===== src/shared/cism_pkg.sv =====
// constants and types shared by the can interrupt status and mask block
package cism_pkg;
  localparam int NUM_SLOTS = 16;
  localparam int AXI_AW = 32;
  localparam int AXI_DW = 32;
  // register indices; byte address is four times the index
  localparam logic [31:0] SLOT_FLAGS_IDX = 32'h0080100C;
  localparam logic [31:0] SLOT_EN_IDX = 32'h00801010;
  localparam logic [31:0] ERR_FLAGS_IDX = 32'h00801014;
  localparam logic [31:0] ERR_EN_IDX = 32'h00801015;
  localparam logic [31:0] SLOT_FLAGS_ADDR = {SLOT_FLAGS_IDX[29:0], 2'h0};
  localparam logic [31:0] SLOT_EN_ADDR = {SLOT_EN_IDX[29:0], 2'h0};
  localparam logic [31:0] ERR_FLAGS_ADDR = {ERR_FLAGS_IDX[29:0], 2'h0};
  localparam logic [31:0] ERR_EN_ADDR = {ERR_EN_IDX[29:0], 2'h0};
  // field positions
  localparam int BUS_ERR_FLAG_BIT = 5;
  localparam int ERR_PASSIVE_FLAG_BIT = 6;
  localparam int BUS_OFF_FLAG_BIT = 7;
  localparam int BUS_ERR_EN_BIT = 13;
  localparam int ERR_PASSIVE_EN_BIT = 14;
  localparam int BUS_OFF_EN_BIT = 15;
  // reset values
  localparam logic [15:0] SLOT_FLAGS_RST = 16'h0000;
  localparam logic [15:0] SLOT_EN_RST = 16'h0000;
  localparam logic [2:0] ERR_FLAGS_RST = 3'h0;
  localparam logic [2:0] ERR_EN_RST = 3'h0;
  // axi responses
  localparam logic [1:0] RESP_OKAY = 2'h0;
  localparam logic [1:0] RESP_DECERR = 2'h3;
  typedef enum logic [1:0] {
    CISM_ERR_ACTIVE = 2'b00,
    CISM_ERR_PASSIVE = 2'b01,
    CISM_BUS_OFF = 2'b10
  } cism_err_state_t;
  typedef enum logic [2:0] {
    CISM_REG_NONE = 3'b000,
    CISM_REG_SLOT_FLAGS = 3'b001,
    CISM_REG_SLOT_EN = 3'b010,
    CISM_REG_ERR_FLAGS = 3'b011,
    CISM_REG_ERR_EN = 3'b100
  } cism_reg_sel_t;
endpackage


===== src/verilog/cism_slot_qualify.sv =====
// picks which slot completion events set a slot flag
`timescale 1ns/100ps
module cism_slot_qualify
(
  input wire logic [cism_pkg::NUM_SLOTS-1:0] slot_is_tx, // slot configured for transmit
  input wire logic [cism_pkg::NUM_SLOTS-1:0] slot_is_remote, // slot handles remote frames
  input wire logic [cism_pkg::NUM_SLOTS-1:0] slot_auto_resp, // auto answer on remote receive slot
  input wire logic [cism_pkg::NUM_SLOTS-1:0] slot_tx_done, // frame sent from slot, pulse
  input wire logic [cism_pkg::NUM_SLOTS-1:0] slot_rx_stored, // frame received and stored, pulse
  output logic [cism_pkg::NUM_SLOTS-1:0] slot_set // qualified set request per slot
);
  import cism_pkg::*;

  logic [NUM_SLOTS-1:0] tx_counts;
  logic [NUM_SLOTS-1:0] rx_counts;

  always_comb
  begin
    // sends: plain transmit slots, remote transmit slots, auto answer of remote receive slots
    tx_counts = slot_is_tx | (slot_is_remote & slot_auto_resp);
    // receptions: receive slots after storage, data answer on remote transmit slots
    rx_counts = ~slot_is_tx | (slot_is_tx & slot_is_remote);
    slot_set = (slot_tx_done & tx_counts) | (slot_rx_stored & rx_counts);
  end
endmodule // cism_slot_qualify


===== src/verilog/cism_top.sv =====
// can interrupt request status and mask registers behind an axi4-lite slave
//
// The implementer's own choice: the AXI4-Lite interface to the registers.
`timescale 1ns/100ps
module cism_top
(
  input wire logic aclk, // system clock
  input wire logic aresetn, // synchronous reset, active low
  input wire logic [cism_pkg::AXI_AW-1:0] s_axi_awaddr, // write address
  input wire logic [2:0] s_axi_awprot, // write protection, unused
  input wire logic s_axi_awvalid, // write address valid
  output logic s_axi_awready, // write address ready
  input wire logic [cism_pkg::AXI_DW-1:0] s_axi_wdata, // write data
  input wire logic [3:0] s_axi_wstrb, // write byte strobes
  input wire logic s_axi_wvalid, // write data valid
  output logic s_axi_wready, // write data ready
  output logic [1:0] s_axi_bresp, // write response
  output logic s_axi_bvalid, // write response valid
  input wire logic s_axi_bready, // write response ready
  input wire logic [cism_pkg::AXI_AW-1:0] s_axi_araddr, // read address
  input wire logic [2:0] s_axi_arprot, // read protection, unused
  input wire logic s_axi_arvalid, // read address valid
  output logic s_axi_arready, // read address ready
  output logic [cism_pkg::AXI_DW-1:0] s_axi_rdata, // read data
  output logic [1:0] s_axi_rresp, // read response
  output logic s_axi_rvalid, // read data valid
  input wire logic s_axi_rready, // read data ready
  input wire logic [cism_pkg::NUM_SLOTS-1:0] slot_is_tx, // slot set for transmit
  input wire logic [cism_pkg::NUM_SLOTS-1:0] slot_is_remote, // slot handles remote frames
  input wire logic [cism_pkg::NUM_SLOTS-1:0] slot_auto_resp, // remote auto answer enabled
  input wire logic [cism_pkg::NUM_SLOTS-1:0] slot_tx_done, // send finished, pulse
  input wire logic [cism_pkg::NUM_SLOTS-1:0] slot_rx_stored, // receive stored, pulse
  input wire logic bus_error_pulse, // bus error detected, pulse
  input wire cism_pkg::cism_err_state_t err_state, // fault confinement state, level
  output logic irq_slot, // slot completion request
  output logic irq_error, // error event request
  output logic irq // any request
);
  import cism_pkg::*;

  typedef struct packed {
    logic aw_got;
    logic [AXI_AW-1:0] aw_addr;
    logic w_got;
    logic [AXI_DW-1:0] w_data;
    logic [3:0] w_strb;
    logic bvalid;
    logic [1:0] bresp;
    logic rvalid;
    logic [AXI_DW-1:0] rdata;
    logic [1:0] rresp;
    logic [NUM_SLOTS-1:0] slot_flags;
    logic [NUM_SLOTS-1:0] slot_en;
    logic [2:0] err_flags;
    logic [2:0] err_en;
    cism_err_state_t err_prev;
    logic irq_slot;
    logic irq_err;
    logic irq_any;
  } cism_state_t;

  localparam cism_state_t STATE_RST = '{
    aw_got: 1'b0,
    aw_addr: '0,
    w_got: 1'b0,
    w_data: '0,
    w_strb: 4'h0,
    bvalid: 1'b0,
    bresp: RESP_OKAY,
    rvalid: 1'b0,
    rdata: '0,
    rresp: RESP_OKAY,
    slot_flags: SLOT_FLAGS_RST,
    slot_en: SLOT_EN_RST,
    err_flags: ERR_FLAGS_RST,
    err_en: ERR_EN_RST,
    err_prev: CISM_ERR_ACTIVE,
    irq_slot: 1'b0,
    irq_err: 1'b0,
    irq_any: 1'b0
  };

  cism_state_t state_ff;
  cism_state_t nxt_state;
  logic [NUM_SLOTS-1:0] slot_set;
  logic [2:0] err_set;
  logic [15:0] lanes;
  logic [15:0] wr_low;
  logic do_write;
  cism_reg_sel_t wr_sel;
  cism_reg_sel_t rd_sel;

  // map a byte address onto a register
  function automatic cism_reg_sel_t decode(input logic [AXI_AW-1:0] addr);
    cism_reg_sel_t sel;
    sel = CISM_REG_NONE;
    unique case (addr)
      SLOT_FLAGS_ADDR: sel = CISM_REG_SLOT_FLAGS;
      SLOT_EN_ADDR: sel = CISM_REG_SLOT_EN;
      ERR_FLAGS_ADDR: sel = CISM_REG_ERR_FLAGS;
      ERR_EN_ADDR: sel = CISM_REG_ERR_EN;
      default: sel = CISM_REG_NONE;
    endcase
    return sel;
  endfunction

  // byte strobes widened to the 16 live bits
  function automatic logic [15:0] lane_bits(input logic [3:0] strb);
    return {{8{strb[1]}}, {8{strb[0]}}};
  endfunction

  // zero in a strobed lane clears, one or an idle lane keeps
  function automatic logic [15:0] clear_keep(
    input logic [15:0] old,
    input logic [15:0] wd,
    input logic [15:0] ln
  );
    return old & (wd | ~ln);
  endfunction

  // plain read-write merge over strobed lanes
  function automatic logic [15:0] rw_merge(
    input logic [15:0] old,
    input logic [15:0] wd,
    input logic [15:0] ln
  );
    return (old & ~ln) | (wd & ln);
  endfunction

  // error flags placed at their bit positions
  function automatic logic [15:0] pack_err_flags(input logic [2:0] f);
    logic [15:0] w;
    w = 16'h0000;
    w[BUS_ERR_FLAG_BIT] = f[0];
    w[ERR_PASSIVE_FLAG_BIT] = f[1];
    w[BUS_OFF_FLAG_BIT] = f[2];
    return w;
  endfunction

  // error enables placed at their bit positions
  function automatic logic [15:0] pack_err_en(input logic [2:0] e);
    logic [15:0] w;
    w = 16'h0000;
    w[BUS_ERR_EN_BIT] = e[0];
    w[ERR_PASSIVE_EN_BIT] = e[1];
    w[BUS_OFF_EN_BIT] = e[2];
    return w;
  endfunction

  // register contents as seen by a read
  function automatic logic [15:0] read_word(
    input cism_reg_sel_t sel,
    input cism_state_t s
  );
    logic [15:0] w;
    w = 16'h0000;
    unique case (sel)
      CISM_REG_SLOT_FLAGS: w = s.slot_flags;
      CISM_REG_SLOT_EN: w = s.slot_en;
      CISM_REG_ERR_FLAGS: w = pack_err_flags(s.err_flags);
      CISM_REG_ERR_EN: w = pack_err_en(s.err_en);
      CISM_REG_NONE: w = 16'h0000;
    endcase
    return w;
  endfunction

  cism_slot_qualify cism_slot_qualify_inst
  (
    .slot_is_tx(slot_is_tx),
    .slot_is_remote(slot_is_remote),
    .slot_auto_resp(slot_auto_resp),
    .slot_tx_done(slot_tx_done),
    .slot_rx_stored(slot_rx_stored),
    .slot_set(slot_set)
  );

  // handshake readies straight from state
  assign s_axi_awready = ~state_ff.aw_got & ~state_ff.bvalid;
  assign s_axi_wready = ~state_ff.w_got & ~state_ff.bvalid;
  assign s_axi_arready = ~state_ff.rvalid;

  always_comb
  begin
    nxt_state = state_ff;
    // error events; state entry seen as a change of state
    err_set[0] = bus_error_pulse;
    err_set[1] = (err_state == CISM_ERR_PASSIVE) && (state_ff.err_prev != CISM_ERR_PASSIVE);
    err_set[2] = (err_state == CISM_BUS_OFF) && (state_ff.err_prev != CISM_BUS_OFF);
    nxt_state.err_prev = err_state;
    // write address and data taken in either order
    if (s_axi_awvalid && s_axi_awready)
    begin
      nxt_state.aw_got = 1'b1;
      nxt_state.aw_addr = s_axi_awaddr;
    end
    if (s_axi_wvalid && s_axi_wready)
    begin
      nxt_state.w_got = 1'b1;
      nxt_state.w_data = s_axi_wdata;
      nxt_state.w_strb = s_axi_wstrb;
    end
    // write performed the cycle after both halves are held
    do_write = state_ff.aw_got && state_ff.w_got && !state_ff.bvalid;
    wr_sel = decode(state_ff.aw_addr);
    lanes = lane_bits(state_ff.w_strb);
    wr_low = state_ff.w_data[15:0];
    if (do_write)
    begin
      nxt_state.aw_got = 1'b0;
      nxt_state.w_got = 1'b0;
      nxt_state.bvalid = 1'b1;
      nxt_state.bresp = (wr_sel == CISM_REG_NONE) ? RESP_DECERR : RESP_OKAY;
      unique case (wr_sel)
        CISM_REG_SLOT_FLAGS:
        begin
          nxt_state.slot_flags = clear_keep(state_ff.slot_flags, wr_low, lanes);
        end
        CISM_REG_SLOT_EN:
        begin
          nxt_state.slot_en = rw_merge(state_ff.slot_en, wr_low, lanes);
        end
        CISM_REG_ERR_FLAGS:
        begin
          // reserved bits 0 to 4 ignore the write
          if (state_ff.w_strb[0])
          begin
            nxt_state.err_flags = state_ff.err_flags & wr_low[BUS_OFF_FLAG_BIT:BUS_ERR_FLAG_BIT];
          end
        end
        CISM_REG_ERR_EN:
        begin
          // reserved bits 8 to 12 ignore the write
          if (state_ff.w_strb[1])
          begin
            nxt_state.err_en = wr_low[BUS_OFF_EN_BIT:BUS_ERR_EN_BIT];
          end
        end
        CISM_REG_NONE:
        begin
          nxt_state.bresp = RESP_DECERR;
        end
      endcase
    end
    if (state_ff.bvalid && s_axi_bready)
    begin
      nxt_state.bvalid = 1'b0;
    end
    // hardware sets applied last so they beat a clear, whatever the enables
    nxt_state.slot_flags = nxt_state.slot_flags | slot_set;
    nxt_state.err_flags = nxt_state.err_flags | err_set;
    // read answered from registered state
    rd_sel = decode(s_axi_araddr);
    if (s_axi_arvalid && s_axi_arready)
    begin
      nxt_state.rvalid = 1'b1;
      nxt_state.rdata = {16'h0000, read_word(rd_sel, state_ff)};
      nxt_state.rresp = (rd_sel == CISM_REG_NONE) ? RESP_DECERR : RESP_OKAY;
    end
    else if (state_ff.rvalid && s_axi_rready)
    begin
      nxt_state.rvalid = 1'b0;
    end
    // group requests from next flags and enables
    nxt_state.irq_slot = |(nxt_state.slot_flags & nxt_state.slot_en);
    nxt_state.irq_err = |(nxt_state.err_flags & nxt_state.err_en);
    nxt_state.irq_any = nxt_state.irq_slot | nxt_state.irq_err;
  end

  always_ff @(posedge aclk)
  begin
    if (!aresetn)
    begin
      state_ff <= STATE_RST;
    end
    else
    begin
      state_ff <= nxt_state;
    end
  end

  assign s_axi_bvalid = state_ff.bvalid;
  assign s_axi_bresp = state_ff.bresp;
  assign s_axi_rvalid = state_ff.rvalid;
  assign s_axi_rdata = state_ff.rdata;
  assign s_axi_rresp = state_ff.rresp;
  assign irq_slot = state_ff.irq_slot;
  assign irq_error = state_ff.irq_err;
  assign irq = state_ff.irq_any;
endmodule // cism_top

===== config.mk =====
export PLATFORM = sky130hd
export DESIGN_NAME = cism_top
export DESIGN_NICKNAME = d
export VERILOG_FILES = /design/src/shared/cism_pkg.sv /design/src/verilog/cism_slot_qualify.sv /design/src/verilog/cism_top.sv
export SDC_FILE = /design/constraint.sdc
export NUM_CORES = 1
export LEC_CHECK = 0
export ABC_AREA = 1
export ABC_CLOCK_PERIOD_IN_PS = 1990
export BUFFER_PORTS_ARGS = -buffer_cell sky130_fd_sc_hd__buf_2
export CORE_UTILIZATION = 45
export CTS_BUF_LIST = sky130_fd_sc_hd__clkbuf_16
export CTS_CLUSTER_DIAMETER = 80
export CTS_CLUSTER_SIZE = 8
export DETAILED_ROUTE_END_ITERATION = 8
export GPL_TIMING_DRIVEN = 0
export PLACE_DENSITY = 0.77
export SYNTH_ARGS = -nofsm -noshare
export SYNTH_HDL_FRONTEND = slang
export SYNTH_SLANG_ARGS = --single-unit
export TNS_END_PERCENT = 20

===== constraint.sdc =====
create_clock -name aclk -period 1.99 [get_ports aclk]
set_input_delay 0.597 -clock aclk [delete_from_list [all_inputs] [get_ports aclk]]
set_output_delay 0.597 -clock aclk [all_outputs]
set_load 0.05 [all_outputs]

; Word-level counts from Yosys, hierarchy flattened
; Index checks and enable logic that the tools add are counted.
[totals]
n_memories = 0
romBits = 0
register_bits = 117
in_bits = 196
ram_bits = 0
latchBits = 0
[op_classes]
multipliers = 0
div_mod_pow = 0
order_cmp = 0
n_eq_ne = 20
bitwise_logic = 27
n_addsub = 0
n_mux = 14
shifts = 0
reduce_logical = 17
[op_table]
columns = op, n
row1 = "32-bit by 26-bit equality test with 1-bit output, second input constant", 8
row2 = 16-bit bitwise AND, 8
row3 = 16-bit bitwise OR, 6
row4 = 16-bit one-hot mux with 5 select lines, 1
row5 = 38-bit 2-to-1 mux, 1
row6 = 16-bit 2-to-1 mux, 2
row7 = 16-bit inverter, 2
row8 = 3-bit one-hot mux with 4 select lines, 2
row9 = 16-bit OR reduction, 1
row10 = "3-bit by 2-bit equality test with 1-bit output, second input constant", 4
row11 = 3-bit 2-to-1 mux, 4
row12 = 1-bit logical AND, 9
row13 = 3-bit bitwise AND, 2
row14 = "3-bit by 1-bit equality test with 1-bit output, second input constant", 2
row15 = "3-bit equality test, second input constant", 2
row16 = 3-bit zero test, 2
row17 = 1-bit inverter, 5
row18 = 2-bit 2-to-1 mux, 2
row19 = 2-bit OR reduction, 2
row20 = 3-bit bitwise OR, 1
row21 = 3-bit OR reduction, 1
row22 = 1-bit bitwise AND, 2
row23 = "2-bit by 1-bit equality test with 1-bit output, second input constant", 1
row24 = "2-bit equality test, second input constant", 1
row25 = 6 further kinds, 7

; Depth between registers and ports, before layout
; Gate-level depths: netlist (run 1).
[logic_depth]
depth_word = 9
depth_mapped = 17
ltp_nobuf = 17

; Hierarchy
; From an unflattened synthesis (run 1), not the netlist that was laid out.
[hier_totals]
hier_cells = 1048
area_unflattened_um2 = 6495.0
[by_module_without_submodules]
columns = module, area_each_um2, seq_area_each_um2, instances, cells_per_inst
row1 = cism_top, 6014.5, 2302.2, 1, 920
row2 = cism_slot_qualify, 480.5, 0.0, 1, 128

; Least setup slack after synthesis (run 1)
; No wires, ideal clock.
[synth_path]
path_kind = register to register
start = register state_ff, in the netlist s_axi_bvalid
end = register state_ff, in the netlist lanes[8]
setup_ps = 65
slack_ps = -201
path_stages_with_launch = 7
n_path_buf = 1
t_required_ps = 1925
t_arrival_ps = 2126
path_cell_list = dfxtp_1 -> nor2_1 -> nand2_1 -> inv_1 -> clkbuf_1 -> nor2_1 -> nor2_1
[synth_between]
elab_chain_cells = 3
[synth_lines]
columns = item, line
row1 = start: declaration, cism_top.sv:83  ; cism_state_t state_ff;
row2 = start signal: assignment, cism_top.sv:277  ; state_ff <= nxt_state;
row3 = 1-bit inverter, cism_top.sv:179  ; assign s_axi_wready = ~state_ff.w_got & ~state_ff.bvalid;
row4 = 1-bit bitwise AND, cism_top.sv:179
row5 = net s_axi_wready, cism_top.sv:16  ; output logic s_axi_wready,
row6 = 1-bit logical AND, cism_top.sv:196  ; if (s_axi_wvalid && s_axi_wready)
; The timed path passes the listed nets, and every way through them passes these cells.
; A chain may end at the register's enable or synchronous reset.

; Final worst setup path (run 1)
[layout_path]
start = register state_ff[130] in the netlist's numbering
end = register state_ff, in the netlist irq
[layout_between]
elab_chain_cells = 9
word_cells_on_any_way = 21
cone_classes = eq/ne (8) / mux (6) / bitwise (5) / reduce/logical (2)
[layout_lines]
columns = item, line
row1 = 32-bit by 26-bit equality test with 1-bit output, cism_top.sv:97  ; unique case (addr)
row2 = 3-bit one-hot mux with 4 select lines (*), cism_top.sv:97
row3 = 3-bit by 1-bit equality test with 1-bit output or 3-bit by 2-bit equality test with 1-bit output (tied branches), cism_top.sv:213  ; unique case (wr_sel)
row4 = 16-bit 2-to-1 mux or 3-bit 2-to-1 mux (tied branches), cism_top.sv:213
row5 = 38-bit 2-to-1 mux (*), cism_top.sv:207  ; if (do_write)
row6 = 16-bit bitwise OR or 3-bit bitwise OR (tied branches), "cism_top.sv:249, cism_top.sv:250"
row7 = 16-bit bitwise AND or 3-bit bitwise AND (tied branches), "cism_top.sv:264, cism_top.sv:265"
row8 = 16-bit OR reduction or 3-bit OR reduction (tied branches), "cism_top.sv:264, cism_top.sv:265"
row9 = 1-bit bitwise OR (*), cism_top.sv:266  ; nxt_state.irq_any = nxt_state.irq_slot | nxt_state.irq_err;
; Mark *: on every way between the ends. The rest lies on a longest branch, timed or not.

==> results of run 1 <==
==> layout make-up <==
class | instances | share of cell area
Multi-Input combinational cell | 682 | 0.3798
Clock buffer | 17 | 0.05005
Timing Repair Buffer | 220 | 0.1403
Sequential cell | 115 | 0.2715
Inverter | 129 | 0.05771
Buffer | 73 | 0.05462
Tap cell | 176 | 0.02591
Clock inverter | 14 | 0.02017
==> metrics by stage <==
step                hold WS, ns  instance area, sq um
floorplan                0.4229                  6281
finish                   0.3583                  8499
global route             0.3564                  8499
global placement         0.4312                  7497
detailed placement       0.4399                  7497
CTS                      0.3621                  8224
==> report_power, final <==
group	switching (mW)	internal (mW)
combinational	0.743	0.408
sequential	0.101	2.47
clock	1.05	2.05
==> sequential cells by signal (all words and copies together), names as in the netlist <==
| signal | flops |
|---|---|
| s_axi_rvalid | 1 |
| irq_slot | 1 |
| irq | 1 |
| irq_error | 1 |
| s_axi_rdata | 16 |
| lanes | 2 |
| s_axi_rresp | 1 |
| state_ff | 90 |
| s_axi_bresp | 1 |
| s_axi_bvalid | 1 |
==> kinds of logic (layout without fill, tap and decap cells) <==
| kind of cell | after synthesis | in the layout | synth area share |
|---|---|---|---|
| AOI/OAI and AO/OA | 217 | 217 | 0.1820 |
| other | 1 | 16 | 0.0006027 |
| buffers and inverters | 202 | 453 | 0.1482 |
| DFF | 115 | 115 | 0.3700 |
| and+or+nand+nor | 449 | 449 | 0.2992 |
==> synth_stat cells (2+ instances only) <==
cell type | n | area share
nand2_1 | 279 | 0.17
nand2_2 | 7 | 0.0070
buf_2 | 5 | 0.0040
a31oi_1 | 2 | 0.0020
nand3b_1 | 3 | 0.0036
nor3_1 | 4 | 0.0032
o22ai_1 | 8 | 0.0080
nand4_1 | 6 | 0.0060
clkbuf_1 | 26 | 0.016
nand2_4 | 2 | 0.0036
nor4_1 | 5 | 0.0050
nor2_4 | 3 | 0.0054
inv_2 | 17 | 0.010
nor2_2 | 3 | 0.0030
nor2_1 | 104 | 0.063
buf_4 | 36 | 0.043
inv_1 | 112 | 0.068
o21ai_0 | 89 | 0.072
o21ai_1 | 10 | 0.0080
buf_1 | 3 | 0.0018
buf_6 | 3 | 0.0054
nand3_1 | 29 | 0.023
dfxtp_1 | 115 | 0.37
a21oi_1 | 98 | 0.079
==> layer usage <==
| layer | global-route usage | share of wire | vias to the layer above |
|---|---|---|---|
| met5 | 0 | 0 | - |
| met1 | 0.3258 | 0.42 | 3118 |
| met3 | 0.06369 | 0.094 | 28 |
| li1 | - | - | 3575 |
| met2 | 0.4162 | 0.47 | 345 |
| met4 | 0.08047 | 0.018 | 0 |
==> final timing paths <==
kind / start / endpoint / slack, ns / cells past startpoint
hold / removal: s_axi_bready / s_axi_bvalid / 0.36 / 2
setup reg to reg: state_ff[130] / irq / -0.1 / 15
hold reg to reg: state_ff[133] / state_ff[133] / 0.45 / 2
setup / recovery: state_ff[130] / irq / -0.1 / 15
==> critical path, cell delays in order, from the launching register on <==
cell	delay [ns]
dfxtp_2	0.31
inv_2	0.05
nand2_2	0.06
nor2_4	0.12
nand2_4	0.10
nor2_4	0.21
nand2_4	0.15
buf_8	0.17
o21ai_2	0.13
a21oi_2	0.08
nand2_1	0.12
nand2_1	0.06
nor2_1	0.10
nand2_1	0.08
o21ai_2	0.16
nand2_1	0.07
==> repair_timing <==
| item | 4_1_cts | 5_1_grt |
|---|---|---|
| setup buffers | 6 | 13 |
| cloned | 0 | 2 |
| endpoints found under the setup margin | 13 | 19 |
| pin swaps | 14 | 26 |
| resized for setup | 33 | 43 |
==> run summary, run 1 <==
CTS max path bufs - 2
Remaining routing DRC violations - 0
Dpl hpwl - 13340 microns
Slew @ Worst Pin - 0.6262 ns
Worst rel slew slack - 0.5826
Vias in the first global route - 6053
Die ar. - 14300 sq um
I/O pin count - 240
Reg clk slew, reported paths - 0.05 ns
Synth unique cells - 39
Hold Fails Final Rpt - 0
Fillers - 1214
Global placement routability congestion - 0.9160
Total length of routed wires - 18460 microns
Grt ovf - 0
Sequential cell area - 2307 sq um
Layout cells sized above 1 - 0.3064
Die height - 119.6 microns
Crit share post-route - 1.048
Core area - 13350 sq um
Yosys reg bits - 115
Syn Inst Count - 984
Failing checks - setup timing
Multi-input logic area - 3228 sq um
Antenna Cells - 0
Setup CP Type - reg2reg
Total power - 6.825 mW
Shortest period the worst path allows - 2.086 ns
Lkg Pwr - 4.330 nW
Most frequent cells in the layout - nand2_1, buf_2, dfxtp_1
Worst Path Required - 2.30 ns
Data arrival, critical path - 2.39 ns
Iteration-0 DRC Markers - 576
Placed Cells - 1374
Worst slack, placed - -0.6106 ns
Initial antenna violation count - 0
Max-cap violations - 0
Routed wire per std cell - 12.95 microns
Startpoint Class - register
Starting density of the core - 0.4662
Worst-Skew Late Latency - 0.43 ns
# port buffers - 199
Final nets - 1434
Rows - 42
Setup TNS - -0.1782 ns
Vias per inst - 4.955
Post-Syn Area - 6222 sq um
Syn Area/Cell - 6.323 sq um
CTS Root Cell - clkbuf_16
Synth warnings - 0
Post-synthesis sequential area ratio - 0.3700
Die W - 119.6 microns
EDFF count, synth - 0
Synth Flop Type - dfxtp_1
Setup violators final - 3
Peak supply drop - 0.0004937 V
H-tree Lvls - 4
CTS tree - built
Fin. max-slew vios - 0
Post-route ant nets - 0
FFs w/ async S/R, synth - 0
Max frequency - 0.4793 GHz
PD cells - 803.0 nW/um^2
Initial DRT Pass Iterations - 9
Fin worst setup slack - -0.09619 ns
DR vias - 7066
Max FO, Critical Path - 7
Non-filler cells in the finished layout - 1426
Min-delay worst type - in2reg
RSZ-0062 raised after global routing - yes
Num CTS Buffers - 17
Worst Skew - 0.009217 ns
Final core occ - 0.6368
Syn-to-layout area delta - 36.60%
Total GRT Usage - 0.2538
Global-route wire length before repair - 28570 microns
Crit. End Element - register
Post-CTS Hold Buffers - 0
Commonest non-fill, non-tap cell in the layout - nand2_1
Status - finished, violations left
Pin count of the biggest net entering global routing - 17
Clock Sinks - 115
(Power assumes the default switching activity.)
==> run 2, diff against run 1 <==
--- a/config.mk
+++ b/config.mk
@@ -5,16 +5,15 @@
 export SDC_FILE = /design/constraint.sdc
 export NUM_CORES = 1
 export LEC_CHECK = 0
-export ABC_AREA = 1
 export ABC_CLOCK_PERIOD_IN_PS = 1990
 export BUFFER_PORTS_ARGS = -buffer_cell sky130_fd_sc_hd__buf_2
-export CORE_UTILIZATION = 45
+export CORE_UTILIZATION = 43
 export CTS_BUF_LIST = sky130_fd_sc_hd__clkbuf_16
 export CTS_CLUSTER_DIAMETER = 80
 export CTS_CLUSTER_SIZE = 8
 export DETAILED_ROUTE_END_ITERATION = 8
 export GPL_TIMING_DRIVEN = 0
-export PLACE_DENSITY = 0.77
+export PLACE_DENSITY = 0.76
 export SYNTH_ARGS = -nofsm -noshare
 export SYNTH_HDL_FRONTEND = slang
 export SYNTH_SLANG_ARGS = --single-unit
==> run 2 against run 1 <==
The flow still finishes with violations (setup timing); die area shrank 6.1%; first-iteration DRC count shrank 15%; clock skew is essentially flat; clock power shrank 9.7%; routed wire length shrank 0.77%; maximum frequency shrank 33%; clock-buffer cell count is the same; flip-flop and latch count is the same; sequential power is essentially flat; critical path depth shrank 5; largest cell class unchanged.
==> run summary, run 2 <==
Status - finished, violations left
Failing checks - setup timing
H-tree Lvls - 4 (unchanged)
DR vias - 6026 (-15%)
Commonest non-fill, non-tap cell in the layout - buf_2
Grt ovf - 0 (unchanged)
Clock Sinks - 115 (unchanged)
EDFF count, synth - 0 (unchanged)
Die height - 115.9 microns (-3.1%)
CTS Root Cell - clkbuf_16
Starting density of the core - 0.4419 (-0.02426)
Routed wl met2 - 8938 microns (+3.4%)
Worst Path Required - 2.26 ns (-0.04 ns)
Worst rel slew slack - 0.5269 (-0.05566)
Max-cap violations - 0 (unchanged)
Remaining routing DRC violations - 0 (unchanged)
Die W - 115.9 microns (-3.1%)
Cells on Worst Hold Path - 2 (unchanged)
Top Layer Used - met4
Initial antenna violation count - 0 (unchanged)
M1 WL - 7286 microns (-6.0%)
Total length of routed wires - 18320 microns (-0.77%)
# port buffers - 199 (unchanged)
Vias per inst - 5.414 (+9.3%)
Hold_sp - s_axi_rready
Switching Fraction - 0.3073 (+0.02994)
Setup violators final - 33 (+30)
P_int - 4.540 mW (-8.0%)
Comb pwr share - 0.178 (+0.009)
Global-route wire length before repair - 26320 microns (-7.9%)
Global placement routability congestion - 0.9483 (+3.5%)
Crit Reg-Reg Endpoint - irq
Iteration-0 DRC Markers - 488 (-15%)
Most frequent cells in the layout - buf_2, nand2_1, dfxtp_1
Final core occ - 0.6502 (+0.01344)
Worst min-delay path endpoint - s_axi_rvalid
Die ar. - 13430 sq um (-6.1%)
Shortest period the worst path allows - 3.092 ns (+1.005 ns)
Lkg Pwr - 3.572 nW (-18%)
Peak supply drop - 0.0005001 V (+1.3%)
Max FO, Critical Path - 6 (-1)
Clock Power Share - 0.427 (-0.028)
Initial DRT Pass Iterations - 6 (-3)
Largest reg by FF count - state_ff
Synth warnings - 0 (unchanged)
CTS tree - built
Final nets - 1124 (-22%)
Antenna Cells - 0 (unchanged)
Worst-Skew Late Latency - 0.42 ns (about the same)
Reg clk slew, reported paths - 0.06 ns (about the same)
Slew @ Worst Pin - 0.7097 ns (+0.08348 ns)
Routed wire per std cell - 16.46 microns (+27%)
Rows - 41 (-2.4%)
Post-synthesis sequential area ratio - 0.4128 (+0.04284)
Placed Cells - 1047 (-24%)
Syn Inst Count - 661 (-33%)
Setup TNS - -6.411 ns (-6.233 ns)
Syn Area/Cell - 8.437 sq um (+33%)
Synth top area share - 0.4128 (+0.04284)
Pin count of the biggest net entering global routing - 17 (unchanged)
Fin worst setup slack - -1.102 ns (-1.005 ns)
Post-Syn Area - 5577 sq um (-10%)
Synth unique cells - 61 (+56%)
Critical path origin - state_ff[144]
Top cell type by total area after synthesis - dfxtp_1
Top cells by area, synth - dfxtp_1, nand2_1, a21oi_1, buf_4, a221oi_1
Max frequency - 0.3235 GHz (-33%)
Register-to-Register Path Depth - 10 (-5)
FFs w/ async S/R, synth - 0 (unchanged)
Met3 WL - 1633 microns (-5.8%)
CTS max path bufs - 2 (unchanged)
Data arrival, critical path - 3.36 ns (+0.97 ns)
Crit share post-route - 1.554 (+0.5052)
Max reg flops - 90 (unchanged)
RR Startpoint - state_ff[144]
Fin. max-slew vios - 0 (unchanged)
Layout cells sized above 1 - 0.4293 (+0.1229)
Dpl hpwl - 12670 microns (-5.0%)
Vias in the first global route - 5537 (-8.5%)
I/O pin count - 240 (unchanged)
Most frequent cell after synthesis - nand2_1
Min-delay worst type - in2reg
Post-synth top cells - nand2_1, dfxtp_1, a21oi_1
Core area - 12620 sq um (-5.5%)
Reg power frac - 0.395 (+0.018)
Synth Flop Type - dfxtp_1
Setup CP Type - reg2reg
Crit. End Element - register
P_sw - 2.014 mW (+6.4%)
Startpoint Class - register
Worst Skew - 0.009702 ns (+0.0004856 ns)
PD cells - 798.8 nW/um^2 (-0.53%)
RSZ-0062 raised after global routing - yes
Post-CTS Hold Buffers - 0 (unchanged)
Num CTS Buffers - 17 (unchanged)
Yosys reg bits - 115 (unchanged)
Hold Fails Final Rpt - 0 (unchanged)
Total GRT Usage - 0.2570 (+0.003145)
R2R setup slack - -1.10 ns (-1.01 ns)
Post-route ant nets - 0 (unchanged)
Non-filler cells in the finished layout - 1113 (-22%)
Syn-to-layout area delta - 47.14%
==> run 2: layer usage <==
metal / vias up / global-route usage
li1: 2880 / -
met1: 2744 / 0.2991
met4: 0 / 0.08120
met5: - / 0
met2: 346 / 0.4575
met3: 56 / 0.06851
==> run 2: cells by family (layout without fill, tap and decap cells) <==
kind of cell    count (synthesis)  after routing  synth area share
other cells                     1             16         0.0006725
compound gates                168            168            0.2004
mux                            24             24           0.04532
buf+inv                        73            338           0.07359
xor+xnor                        1              1          0.001571
flops                         115            115            0.4128
simple gates                  279            279            0.2656
==> run 2: critical path, stage by stage, from the launching register on <==
cell      delay (ns)
dfxtp_1         0.33
nor4_4          0.39
nand4_4         0.16
buf_6           0.16
nor4_4          0.33
buf_6           0.20
mux2i_4         0.26
a21oi_2         0.07
or4_4           0.57
nor4b_4         0.33
o221ai_2        0.14
==> run 2: per-stage QoR <==
step / power [mW] / setup WS (ns) / area [sq um] / hold slack (ns)
global placement: 3.635 / -1.280 / 6930 / 0.4489
CTS: 6.473 / -1.021 / 7811 / 0.3603
detailed placement: 3.656 / -1.282 / 6930 / 0.4501
floorplan: 3.278 / -0.7531 / 5719 / 0.4363
global route: 6.788 / -1.196 / 8205 / 0.3771
finish: 6.554 / -1.102 / 8205 / 0.3625
==> run 2: final cells by class <==
type / count / area, sq um
timing repair buffer: 233 / 1294
tap: 172 / 215.2
fill: 1014 / 4414
clock inverter: 15 / 123.9
inverter: 8 / 30.03
clock buffer: 17 / 425.4
multi-input combinational: 488 / 3398
sequential: 115 / 2320
buffer: 65 / 399.1
==> run 2: worst max-delay path by stage <==
| stage | cells past startpoint | end |
|---|---|---|
| global placement | 8 | irq |
| global route | 10 | irq |
| finish | 10 | irq |
| floorplan | 8 | irq |
| detailed placement | 8 | irq |
| CTS | 10 | irq |
==> run 2: what timing repair did <==
action,in CTS,in global routing
pin swaps,22,30
setup endpoints to repair,50,64
resized for setup,46,59
gates cloned,0,1
buffers inserted,19,16
==> run 2: power by group through the flow <==
stage	sequential, mW	clock (mW)	combinational, mW
final	2.59	2.80	1.17
after global routing	2.60	2.92	1.26
after CTS	2.57	2.80	1.10
after detailed placement	2.61	0	1.04
after global placement	2.61	0	1.03
after floorplan	2.59	0	0.690
==> run 3, diff against run 2 <==
--- a/config.mk
+++ b/config.mk
@@ -5,15 +5,15 @@
 export SDC_FILE = /design/constraint.sdc
 export NUM_CORES = 1
 export LEC_CHECK = 0
-export ABC_CLOCK_PERIOD_IN_PS = 1990
+export ABC_CLOCK_PERIOD_IN_PS = 3900
 export BUFFER_PORTS_ARGS = -buffer_cell sky130_fd_sc_hd__buf_2
-export CORE_UTILIZATION = 43
+export CORE_UTILIZATION = 52
 export CTS_BUF_LIST = sky130_fd_sc_hd__clkbuf_16
 export CTS_CLUSTER_DIAMETER = 80
 export CTS_CLUSTER_SIZE = 8
 export DETAILED_ROUTE_END_ITERATION = 8
 export GPL_TIMING_DRIVEN = 0
-export PLACE_DENSITY = 0.76
+export PLACE_DENSITY = 0.86
 export SYNTH_ARGS = -nofsm -noshare
 export SYNTH_HDL_FRONTEND = slang
 export SYNTH_SLANG_ARGS = --single-unit
==> constraint.sdc (replaced) <==
create_clock -name aclk -period 3.9 [get_ports aclk]
set_input_delay 1.17 -clock aclk [delete_from_list [all_inputs] [get_ports aclk]]
set_output_delay 1.17 -clock aclk [all_outputs]
set_load 0.05 [all_outputs]
==> run 3 against run 2 <==
The run now ends clean; worst setup slack gained 1.4 ns; via count fell by 3.7%; sequential power is 49% lower.
==> run summary, run 3 (synthesized netlist as in run 2, its figures left out) <==
Die ar. - 11140 sq um (-17%)
Vias per inst - 5.568 (+2.8%)
Most frequent cells in the layout - buf_2, nand2_1, dfxtp_1
CTS Root Cell - clkbuf_16
Data arrival, critical path - 3.86 ns (+0.50 ns)
CP max stage cell - nor4_2
Global placement routability congestion - 0.9268 (-2.3%)
CP peak stage delay - 1.11 ns (+0.54 ns)
CTS tree - built
Initial antenna violation count - 1 (+1)
Die height - 105.6 microns (-8.9%)
Num CTS Buffers - 17 (unchanged)
Pin count of the biggest net entering global routing - 17 (unchanged)
Setup Buffers After CTS - 0 (-19)
Clock Sinks - 115 (unchanged)
Worst Path Required - 4.16 ns (+1.90 ns)
Fillers - 839 (-17%)
PD cells - 454.2 nW/um^2 (-43%)
Starting density of the core - 0.5378 (+0.09587)
P_int - 2.441 mW (-46%)
Syn-to-layout area delta - 32.20%
Worst rel slew slack - 0.1321 (-0.3948)
Layout cells sized above 1 - 0.3212 (-0.1081)
Grt ovf - 0 (unchanged)
Reg clk slew, reported paths - 0.05 ns (about the same)
Post-route ant nets - 0 (unchanged)
Total power - 3.348 mW (-49%)
Startpoint Class - register
Worst slack, placed - -0.06648 ns (+1.216 ns)
Initial DRT Pass Iterations - 7 (+1)
Comb pwr share - 0.158 (-0.020)
Vias in the first global route - 5549 (+0.22%)
Fin worst setup slack - 0.2954 ns (+1.397 ns)
Crit. End Element - register
Max-cap violations - 0 (unchanged)
Global-route wire length before repair - 25700 microns (-2.4%)
DR vias - 5802 (-3.7%)
Status - finished clean
Reg power frac - 0.391 (-0.004)
Sequential cell area - 2302 sq um (-0.75%)
Antenna Cells - 0 (unchanged)
Post-CTS sizing - 0 (-100%)
Setup CP Type - reg2reg
Min-delay worst type - reg2reg
Shortest period the worst path allows - 3.605 ns (+0.5131 ns)
Placed Cells - 1011 (-3.4%)
Dpl hpwl - 12160 microns (-4.1%)
Clock Power Share - 0.450 (+0.023)
Hold Fails Final Rpt - 0 (unchanged)
Max reg flops - 90 (unchanged)
Cell Chain, Critical Path - nor4b_4 > nand3_1 > nor4_2 > mux2i_1 > a21oi_1 > or4_4 > nor4b_4 > o221ai_2
Switching Fraction - 0.2711 (-0.03616)
RSZ-0062 raised after global routing - no
Iteration-0 DRC Markers - 378 (-23%)
Max frequency - 0.2774 GHz (-14%)
Post-CTS Hold Buffers - 0 (unchanged)
Layout Cell Area excl Fill - 7372 sq um (-10%)
Slew @ Worst Pin - 1.291 ns (+0.5815 ns)
Commonest non-fill, non-tap cell in the layout - buf_2
Lkg Pwr - 3.225 nW (-9.7%)
H-tree Lvls - 4 (unchanged)
Placed inst area - 6799 sq um (-1.9%)
Fin. max-slew vios - 0 (unchanged)
Die W - 105.6 microns (-8.9%)
I/O pin count - 240 (unchanged)
Total GRT Usage - 0.2944 (+0.03740)
Crit share post-route - 0.9243 (-0.6293)
Worst-Skew Late Latency - 0.41 ns (about the same)
Remaining routing DRC violations - 0 (unchanged)
Worst Skew - 0.005175 ns (-0.004527 ns)
Rows - 37 (-9.8%)
Setup TNS - 0 ns (+6.411 ns)
Core area - 10370 sq um (-18%)
Setup violators final - 0 (-100%)
Peak supply drop - 0.0003217 V (-36%)
Final nets - 1090 (-3.0%)
P_sw - 0.9078 mW (-55%)
Non-filler cells in the finished layout - 1042 (-6.4%)
Largest reg by FF count - state_ff
# port buffers - 199 (unchanged)
CTS max path bufs - 2 (unchanged)
Max FO, Critical Path - 9 (+3)
Routed wire per std cell - 15.73 microns (-4.4%)
Total length of routed wires - 16390 microns (-11%)
Most used cell, CP - nor4b_4
Multi-input logic area - 2920 sq um (-14%)
-- run 3: cell types whose count changed in the layout (fill, tap and decap cells not counted), moves of 6 or more --
cell	change
nor4_1	+8
inv_6	-6
buf_6	-11
dfxtp_2	-11
buf_4	-26
o41ai_1	+7
dfxtp_1	+12
-- run 3: cell type report --
| cell class | instances | area share |
|---|---|---|
| inverter | 8 | 0.004073 |
| multi-input combinational | 488 | 0.3961 |
| timing repair buffer | 199 | 0.1351 |
| clock buffer | 17 | 0.05771 |
| clock inverter | 14 | 0.02003 |
| tap | 136 | 0.02308 |
| buffer | 65 | 0.05160 |
| sequential | 115 | 0.3123 |
-- run 3: power by group through the flow --
stage	Clock, mW	Sequential [mW]	Combinational, mW
finish	1.51	1.31	0.530
global route	1.56	1.32	0.575
CTS	1.50	1.31	0.528
detailed placement	0	1.33	0.522
global placement	0	1.33	0.512
floorplan	0	1.32	0.349
-- run 3: path summary, 6_finish.rpt --
path	startpoint	to	slack (ns)	cells past startpoint
worst max-delay path	state_ff[130]	irq	0.30	8
worst min-delay path	lanes[0]	lanes[0]	0.47	2
worst max register to register	state_ff[130]	irq	0.30	8
worst min register to register	lanes[0]	lanes[0]	0.47	2
-- run 3: layer usage --
layer,global-route usage,up-vias,wire length [microns]
met2,0.5343,289,8132
met5,0,-,0
met1,0.3310,2664,6492
met4,0.1161,0,386
li1,-,2812,-
met3,0.06988,37,1377
-- run 3: per-stage QoR --
stage | hold WS (ns) | util
3_3_place_gp | 0.4433 | 0.6556
6_report | 0.4670 | 0.7109
5_1_grt | 0.4999 | 0.7109
3_5_place_dp | 0.4514 | 0.6556
2_1_floorplan | 0.4363 | -
4_1_cts | 0.4705 | 0.7109
-- run 3: critical path: cells and delay by family (launching register included) --
| family | cells | cell delay (ns) |
|---|---|---|
| simple gates | 5 | 2.57 |
| compound gates | 2 | 0.21 |
| mux | 1 | 0.34 |
| flops | 1 | 0.34 |
